**src/common/res_pwm_pkg.sv**
```systemverilog
// Constants, register map and carrier types of the resonant period limiter.
package res_pwm_pkg;
    // =====================================================
    // Timing
    localparam int unsigned CLK_PERIOD_NS = 5;
    localparam int unsigned UNIT_NS = 5;
    localparam int unsigned CYCLES_PER_UNIT_RAW = UNIT_NS / CLK_PERIOD_NS;
    localparam int unsigned CYCLES_PER_UNIT = (CYCLES_PER_UNIT_RAW < 1) ? 1 : CYCLES_PER_UNIT_RAW;
    localparam int unsigned DIV_W = 4;
    localparam logic [DIV_W-1:0] DIV_LAST = DIV_W'(CYCLES_PER_UNIT - 1);

    // =====================================================
    // Register indices; byte address is four times the index
    localparam logic [7:0] IDX_MAX_HI = 8'h42;
    localparam logic [7:0] IDX_MAX_LO = 8'h44;
    localparam logic [7:0] IDX_MIN_HI = 8'h46;
    localparam logic [7:0] IDX_FALL_B = 8'h47;
    localparam logic [7:0] IDX_MIN_LO = 8'h48;
    localparam logic [7:0] IDX_CTRL = 8'h50;
    localparam logic [7:0] IDX_CMD = 8'h51;
    localparam logic [7:0] IDX_STATUS = 8'h52;

    // =====================================================
    // Field positions and widths
    localparam int unsigned PER_W = 12;
    localparam int unsigned LOW_MSB = 7;
    localparam int unsigned LOW_LSB = 4;
    localparam int unsigned CTRL_EN_BIT = 0;
    localparam int unsigned STATUS_ACTIVE_BIT = 12;
    localparam int unsigned STATUS_OUT_BIT = 13;
    localparam logic [PER_W-1:0] PERIOD_FLOOR = 12'h001;

    // =====================================================
    // Reset values
    localparam logic [7:0] RST_MAX_HI = 8'hff;
    localparam logic [7:0] RST_MAX_LO = 8'hf0;
    localparam logic [7:0] RST_MIN_HI = 8'h00;
    localparam logic [7:0] RST_FALL_B = 8'h00;
    localparam logic [7:0] RST_MIN_LO = 8'h00;
    localparam logic [PER_W-1:0] RST_CMD = 12'h000;

    // =====================================================
    // Carriers
    typedef struct packed {
        logic psel;
        logic penable;
        logic pwrite;
        logic [11:0] paddr;
        logic [31:0] pwdata;
    } apb_req_type;

    typedef struct packed {
        logic [31:0] prdata;
        logic pready;
        logic pslverr;
    } apb_rsp_type;

    typedef enum logic [3:0] {
        SEL_NONE, SEL_MAX_HI, SEL_MAX_LO, SEL_MIN_HI, SEL_FALL_B,
        SEL_MIN_LO, SEL_CTRL, SEL_CMD, SEL_STATUS
    } reg_sel_type;
endpackage

```
**src/rtl/res_period_limiter.sv**
```systemverilog
// Resonant PWM period limiter and second bridge output falling edge placement.
//
// Decided for this implementation: the APB register port.
`timescale 1ns/100ps
// Operation
// - Min period: 0x46 high, 0x48[7:4] low.
// - One period unit weighs 5 ns.
// - Never run cycle shorter than minimum.
// - Code 0x80 leads midpoint by 640 ns.
// - Lead shrinks 5 ns per code step.
// - Max period: 0x42 high, 0x44[7:4] low.
module res_period_limiter (
    input wire logic pclk,
    input wire logic presetn,
    input res_pwm_pkg::apb_req_type apb_req,
    output res_pwm_pkg::apb_rsp_type apb_rsp,
    output logic bridge_output_second,
    output logic cycle_start
);
    import res_pwm_pkg::*;

    typedef struct packed {
        logic [7:0] max_hi;
        logic [7:0] max_lo;
        logic [7:0] min_hi;
        logic [7:0] fall_b;
        logic [7:0] min_lo;
        logic enable;
        logic [PER_W-1:0] cmd;
    } regs_type;

    typedef struct packed {
        regs_type regs;
        apb_rsp_type rsp;
        logic [DIV_W-1:0] div;
        logic active;
        logic [PER_W-1:0] cnt;
        logic [PER_W-1:0] period;
        logic [7:0] code;
        logic [PER_W-1:0] fall;
        logic out;
        logic start;
    } state_type;

    state_type q;
    state_type d;

    // =====================================================
    // Address decoding
    function automatic reg_sel_type decode(input logic [11:0] addr);
        reg_sel_type sel;
        sel = SEL_NONE;
        if (addr == {2'b00, IDX_MAX_HI, 2'b00}) begin
            sel = SEL_MAX_HI;
        end else if (addr == {2'b00, IDX_MAX_LO, 2'b00}) begin
            sel = SEL_MAX_LO;
        end else if (addr == {2'b00, IDX_MIN_HI, 2'b00}) begin
            sel = SEL_MIN_HI;
        end else if (addr == {2'b00, IDX_FALL_B, 2'b00}) begin
            sel = SEL_FALL_B;
        end else if (addr == {2'b00, IDX_MIN_LO, 2'b00}) begin
            sel = SEL_MIN_LO;
        end else if (addr == {2'b00, IDX_CTRL, 2'b00}) begin
            sel = SEL_CTRL;
        end else if (addr == {2'b00, IDX_CMD, 2'b00}) begin
            sel = SEL_CMD;
        end else if (addr == {2'b00, IDX_STATUS, 2'b00}) begin
            sel = SEL_STATUS;
        end
        return sel;
    endfunction

    logic [PER_W-1:0] min_p;
    logic [PER_W-1:0] max_p;
    logic [PER_W-1:0] clamped;
    logic [PER_W-1:0] mid_n;
    logic signed [PER_W+1:0] fall_s;
    logic wr_fire;
    logic tick;
    reg_sel_type rsel;
    reg_sel_type wsel;

    // =====================================================
    // Limits and clamping
    always_comb begin
        min_p = {q.regs.min_hi, q.regs.min_lo[LOW_MSB:LOW_LSB]};
        max_p = {q.regs.max_hi, q.regs.max_lo[LOW_MSB:LOW_LSB]};
        clamped = q.regs.cmd;
        if (clamped > max_p) begin
            clamped = max_p;
        end
        if (clamped < min_p) begin
            clamped = min_p;
        end
        if (clamped < PERIOD_FLOOR) begin
            clamped = PERIOD_FLOOR;
        end
        mid_n = clamped >> 1;
        fall_s = $signed({2'b00, mid_n}) + $signed({{(PER_W-6){q.regs.fall_b[7]}}, q.regs.fall_b});
        wr_fire = apb_req.psel && apb_req.penable && apb_req.pwrite && q.rsp.pready;
        tick = (q.div == DIV_LAST);
        rsel = decode(apb_req.paddr);
        wsel = rsel;
    end

    // =====================================================
    // Next state
    always_comb begin
        d = q;
        d.rsp.pready = 1'b0;
        d.rsp.pslverr = 1'b0;
        d.start = 1'b0;

        if (apb_req.psel && !apb_req.penable) begin
            d.rsp.pready = 1'b1;
            d.rsp.prdata = 32'h0000_0000;
            if (rsel == SEL_MAX_HI) begin
                d.rsp.prdata[7:0] = q.regs.max_hi;
            end else if (rsel == SEL_MAX_LO) begin
                d.rsp.prdata[7:0] = q.regs.max_lo;
            end else if (rsel == SEL_MIN_HI) begin
                d.rsp.prdata[7:0] = q.regs.min_hi;
            end else if (rsel == SEL_FALL_B) begin
                d.rsp.prdata[7:0] = q.regs.fall_b;
            end else if (rsel == SEL_MIN_LO) begin
                d.rsp.prdata[7:0] = q.regs.min_lo;
            end else if (rsel == SEL_CTRL) begin
                d.rsp.prdata[CTRL_EN_BIT] = q.regs.enable;
            end else if (rsel == SEL_CMD) begin
                d.rsp.prdata[PER_W-1:0] = q.regs.cmd;
            end else if (rsel == SEL_STATUS) begin
                d.rsp.prdata[PER_W-1:0] = q.period;
                d.rsp.prdata[STATUS_ACTIVE_BIT] = q.active;
                d.rsp.prdata[STATUS_OUT_BIT] = q.out;
            end else begin
                d.rsp.pslverr = 1'b1;
            end
        end

        if (wr_fire) begin
            if (wsel == SEL_MAX_HI) begin
                d.regs.max_hi = apb_req.pwdata[7:0];
            end else if (wsel == SEL_MAX_LO) begin
                d.regs.max_lo = apb_req.pwdata[7:0];
            end else if (wsel == SEL_MIN_HI) begin
                d.regs.min_hi = apb_req.pwdata[7:0];
            end else if (wsel == SEL_FALL_B) begin
                d.regs.fall_b = apb_req.pwdata[7:0];
            end else if (wsel == SEL_MIN_LO) begin
                d.regs.min_lo = apb_req.pwdata[7:0];
            end else if (wsel == SEL_CTRL) begin
                d.regs.enable = apb_req.pwdata[CTRL_EN_BIT];
            end else if (wsel == SEL_CMD) begin
                d.regs.cmd = apb_req.pwdata[PER_W-1:0];
            end
        end

        if (!q.regs.enable) begin
            d.active = 1'b0;
            d.div = '0;
            d.cnt = '0;
        end else if (!q.active || (tick && q.cnt == q.period - PERIOD_FLOOR)) begin
            // Period and offset are latched only at a cycle boundary.
            d.active = 1'b1;
            d.div = '0;
            d.cnt = '0;
            d.period = clamped;
            d.code = q.regs.fall_b;
            d.start = 1'b1;
            if (fall_s < 0) begin
                d.fall = '0;
            end else if (fall_s > $signed({2'b00, clamped})) begin
                d.fall = clamped;
            end else begin
                d.fall = fall_s[PER_W-1:0];
            end
        end else begin
            // one count per 5 ns unit
            d.div = tick ? '0 : q.div + 1'b1;
            if (tick) begin
                d.cnt = q.cnt + 1'b1;
            end
        end
        d.out = d.active && (d.cnt < d.fall);
    end

    always_ff @(posedge pclk or negedge presetn) begin
        if (!presetn) begin
            q <= '0;
            q.regs.max_hi <= RST_MAX_HI;
            q.regs.max_lo <= RST_MAX_LO;
            q.regs.min_hi <= RST_MIN_HI;
            q.regs.fall_b <= RST_FALL_B;
            q.regs.min_lo <= RST_MIN_LO;
            q.regs.cmd <= RST_CMD;
            q.period <= PERIOD_FLOOR;
        end else begin
            q <= d;
        end
    end

    assign apb_rsp = q.rsp;
    assign bridge_output_second = q.out;
    assign cycle_start = q.start;
endmodule

```
**config.mk**
```make
export PLATFORM = sky130hd
export DESIGN_NAME = res_period_limiter
export DESIGN_NICKNAME = d
export VERILOG_FILES = /design/src/common/res_pwm_pkg.sv /design/src/rtl/res_period_limiter.sv
export SDC_FILE = /design/constraint.sdc
export NUM_CORES = 1
export LEC_CHECK = 0
export ABC_CLOCK_PERIOD_IN_PS = 11250
export BUFFER_PORTS_ARGS = -buffer_cell sky130_fd_sc_hd__buf_2
export CAP_MARGIN = 20
export CORE_MARGIN = 8
export CORE_UTILIZATION = 60
export CTS_BUF_LIST = sky130_fd_sc_hd__clkbuf_8
export CTS_CLUSTER_DIAMETER = 80
export DETAILED_ROUTE_END_ITERATION = 7
export PLACE_DENSITY_LB_ADDON = 0.15
export SYNTH_ARGS = -nofsm -noshare
export SYNTH_HDL_FRONTEND = slang
export SYNTH_SLANG_ARGS = --single-unit
```
**constraint.sdc**
```tcl
create_clock -name pclk -period 11.25 [get_ports pclk]
set_clock_uncertainty 0.2 [all_clocks]
set_input_delay 0 -clock pclk [delete_from_list [all_inputs] [get_ports pclk]]
set_output_delay 0 -clock pclk [all_outputs]
set_load 0.01 [all_outputs]
```
After elaboration in Yosys (flattened, before gate mapping)

Index checks and enable logic that the tools add are counted.

Word-level logic and storage cells: 115
RAM bits: 0
Memories kept: 0
Bits in latches: 0
Bits in read-only memories: 0
Output and inout port bits: 36
Bits in registers: 112
Input port bits: 49

Order comparisons: 6
$add $sub $neg: 4
Muxes and demuxes: 47
Eq/ne operators: 17
Divide/modulo/power cells: 0
$mul: 0
Bitwise logic cells: 6
Shift operators: 0
Reductions and logical operators: 18

Operator list:

| operator              | count |
|---|---|
| $mux 12               | 10 |
| $eq 12x9->1 const B   | 8 |
| $mux 4                | 10 |
| $mux 8                | 5 |
| $mux 6                | 5 |
| $lt 12x12->1          | 2 |
| $mux 17               | 1 |
| $eq 4x3->1 const B    | 4 |
| $mux 14               | 1 |
| $add 12x8->13         | 1 |
| $gt 13x13->1          | 1 |
| $lt 13x1->1 const B   | 1 |
| $mux 13               | 1 |
| $add 12x1->12 const B | 1 |
| $eq 12x12->1          | 1 |
| $gt 12x12->1          | 1 |
| $lt 12x1->1 const B   | 1 |
| $mux 1                | 12 |
| $sub 12x1->12 const B | 1 |
| $eq 4x2->1 const B    | 2 |
| $reduce_and 8->1      | 1 |
| $reduce_and 7->1      | 1 |
| $logic_and 1x1->1     | 6 |
| $not 1->1             | 6 |
| 12 further kinds      | 15 |

Logic depth before layout (Yosys ltp)

Word-level depth: 19
Depth in mapped cells: 43
Mapped depth without buffers: 40

Least setup slack after synthesis

Ideal clock, no wire load.

Path kind: reg2reg
Start: register q, in the netlist max_p[1]
End: register q, in the netlist bridge_output_second
Library setup time: 129 ps
Cell stages (with the launch flop): 39
Buffers on the path: 3
Required time: 10,921 ps
Period minus slack after synthesis: 8,839 ps
Path slack: 2,411 ps
Arrival time: 8,510 ps
Cells stage by stage: dfstp_2 inv_1 ha_1 nor2b_1 o211ai_1 a211o_1 a21oi_1 clkbuf_1 mux2_2 ha_1 a211oi_1 o21bai_1 a2111o_1 a311oi_1 nand2_1 buf_2 mux2_2 ha_1 [3 not listed] a31o_2 a31oi_1 nor2b_1 xnor2_1 ha_1 a21oi_1 nand2_1 o31ai_1 a21o_1 clkbuf_1 or4_1 a32o_1 ha_1 nand2_1 nor4_1 nand3_1 nor3_1 a211oi_2

RTL lines:

| what            | line                     | source |
|---|---|---|
| start, declared | res_period_limiter.sv:45 | `state_type q;` |

==> flow_summary.yaml <==
status:
  status: "finished with violations"
  violations: "design-rule violations"
clocking:
  insertion_delay_ps: 400
  clk_pin_slew_ps: 110
  post_cts_buffers: 0
  cts_buffers: 9
  cts_tree: "yes"
  cts_root_buf: "clkbuf_8"
  cts_sinks: 112
  clockBufferDepth: 2
  htreeDepth: 3
  cts.repair.resized: 0
critical_path:
  crit_required_ps: 11320
  end_kind: "flop"
  crit_buf_inv: 3
  slowest_stage: "dfstp_2"
  cp_max_fo: 12
  slowest_delay_ps: 580
  cp.arrival_ps: 10330
  start_kind: "flop"
  crit_family: "compound AO/OA/AOI/OAI gates"
  worstSetupPathType: "flop to flop"
die:
  start_util_pct: 61.3
  ios: 85
  dieWidth_um: 129
  rows: 41
  die-area_um2: 16700
  fp.coreArea_um2: 12600
  die_h_um: 129
sta:
  period_needed_ps: 10260
  fmax_mhz: 97.4
  setup_viol: 0
  tightestPinTransition_ps: 1070
  fin_ws_ps: 987
  report.final.slew_viol_count: 0
  rsz0062_at_grt: "no"
  slew_headroom_pct: 28.2
  hold_viol: 0
  post-route-period-util_pct: 91.2
  setup_tns_ps: 0
yosys:
  synth.yosys.seq_area_share_pct: 36.6
  syn_area_um2: 7700
  yosys_most_used_dff: "dfrtp_1"
  async_reset_ff_share_pct: 100
  ys_types: 69
  synth_area_leaders: "dfrtp_1 32%, ha_1 10%, mux2_2 9.8%"
  synth_area_leader_cell: "dfrtp_1"
  synthCells: 794
  ys_warn_count: 0
  synth_top_area_share_pct: 32.2
  synth_edf_count: 0
  yosys_register_bits: 112
  avgSynthCellArea_um2: 9.70
routing:
  via_per_inst: 6.34
  first_iter_violations: 811
  ant_nets: 0
  drt_pass1_iterations: 8
  via_count: 6394
  drc: 4
  drt_wl_total_mm: 20.5
  routedWlPerCell_um: 20.3
global_route:
  grt_usage_pct: 25.4
  grt_pass1_vias: 6273
  grt_first_pass_wirelength_mm: 33.2
  grt_overflow: 0
  antenna_found_initial: 0
  grt_max_degree: 84
placed_design:
  place_congestion: 0.931
  dp_hpwl_mm: 15.5
  place_inst: 972
  dp_slack_ps: 1000
  place.port_buffers: 46
power_and_ir_drop:
  p_sw_share_pct: 23.3
  power.clock.fraction_pct: 38.9
  static-leakage-power_uw: 0.00410
  ir_drop_mv: 0.0949
  intPower_uw: 559
  power_density_nw_per_um2: 87.0
  power.share.combinational_pct: 5.3
  seqPwrFrac_pct: 55.7
  switchingPower_uw: 169
final_layout:
  drive_gt1_share_pct: 20.4
  syn_to_final_growth_pct: 8.68
  nets: 944
  antenna_cells: 0
  fillCellCount: 1024
  fin_cells: 1009
  multi_input_area_um2: 4350
  ff_latch_area_um2: 2820
run:
  cap_violations: 0
hold_path:
  hold_path.class: "input port to flop"
==> synth_stat cells, types with 3 or more instances <==
cell / count
dfrtp_1: 99
mux2_2: 67
ha_1: 62
nand2_1: 62
inv_1: 56
nor2_1: 42
o21ai_0: 38
buf_4: 34
nor3_1: 25
a21oi_1: 21
clkbuf_1: 19
xnor2_1: 19
nor4_1: 18
a22oi_1: 17
xor2_1: 15
a221oi_1: 13
a31oi_1: 13
dfstp_2: 13
nand3_1: 13
a21o_1: 12
nand4_1: 12
a221o_1: 10
a222oi_1: 8
buf_2: 8
nor2b_1: 7
or3_1: 6
and3_1: 5
nand2b_1: 5
o31ai_1: 5
or4_1: 5
a211oi_1: 4
nand3b_1: 3
nor4_2: 3
nor4b_2: 3
o211ai_1: 3
==> cells by family (layout without fill, tap and decap cells) <==
group | after synthesis | in the layout | share of synthesized area, %
DFF | 112 | 112 | 36.6
xor gates and xnor gates | 34 | 34 | 3.87
adders and majority gates | 63 | 63 | 10.3
muxes | 69 | 69 | 10.1
AOI/OAI and AO/OA | 171 | 171 | 15.9
and+or+nand+nor | 224 | 224 | 15.4
buffers and inverters | 120 | 146 | 7.83
other | 1 | 18 | 0.0487
==> placed cells by master (no fill, tap or decap), types with 6 or more instances in the layout <==
cell and instances:
buf_2 45, or3_1 6, a21oi_1 21, a221o_1 10
a31oi_1 13, nand2_1 62, buf_4 8, nor4_1 18
nand3_1 13, mux2_2 67, inv_1 56, dlygate4sd3_1 18
ha_1 62, a222oi_1 8, dfrtp_1 99, conb_1 18
nor2_1 42, nor3_1 24, dfstp_2 13, o21ai_0 38
nor2b_1 7, a221oi_1 13, xnor2_1 19, xor2_1 15
clkbuf_8 11, a22oi_1 17, a21o_1 12, nand4_1 12
==> layout make-up <==
cell class / count / area share (%)
Sequential cell: 112 / 33.7
Tap cell: 172 / 2.57
Timing Repair Buffer: 74 / 6.35
Multi-Input combinational cell: 579 / 52.0
Inverter: 56 / 2.51
Clock buffer: 11 / 1.81
Clock inverter: 5 / 1.05
==> power by group through the flow <==
| stage | clock [µW] | sequential [µW] | combinational [µW] |
|---|---|---|---|
| 3_5_place_dp | 0 | 413 | 31.8 |
| 5_1_grt | 303 | 406 | 43.4 |
| 2_1_floorplan | 0 | 413 | 19.2 |
| 3_3_place_gp | 0 | 413 | 31.0 |
| 6_report | 284 | 406 | 38.9 |
| 4_1_cts | 287 | 406 | 36.5 |
==> flip-flops by register name, summed over array words and instances, names as in the netlist <==
name / cells
q: 70
apb_rsp: 16
max_p: 12
min_p: 12
bridge_output_second: 1
cycle_start: 1
==> worst paths after layout <==
check	cells past startpoint	endpoint	slack (ps)	from
worst max-delay path	37	bridge_output_second	990	max_p[7]
worst min-delay path	5	max_p[5]	50	apb_req[46]
worst max register to register	37	bridge_output_second	990	max_p[7]
worst min register to register	1	apb_rsp[5]	280	apb_rsp[5]
max in group asynchronous	5	q[13]	9520	presetn
min in group asynchronous	3	max_p[8]	520	presetn
==> tightest hold or removal path: stages <==
cell and delay, ps:
buf_2 100, nand4_1 110, nor2_1 230, nand2_1 130, o21ai_0 70
==> routing by layer <==
layer / GRT usage [%] / routed length, µm / up-vias
met2: 41.3 / 9370 / 274
met3: 3.57 / 1650 / 54
met4: 8.50 / 533 / 0
li1: - / - / 2964
met1: 34.2 / 8910 / 3102
met5: 0 / 0 / -
==> stage by stage <==
stage               total power (µW)  hold slack, ps  utilization (%)  cell area [µm²]
floorplan                        432            -496                -             7760
global placement                 444            -262             62.7             7880
detailed placement               445            -259             62.7             7880
CTS                              729            37.6             66.1             8300
global route                     753             103             66.6             8370
finish                           728            47.5             66.6             8370
==> what timing repair did <==
| item | 4_1_cts | 5_1_grt |
|---|---|---|
| endpoints found under the hold margin | 82 | 0 |
| endpoints found under the setup margin | 0 | 0 |
| hold buffers | 18 | 0 |
Power figures use the tool's default switching activity.
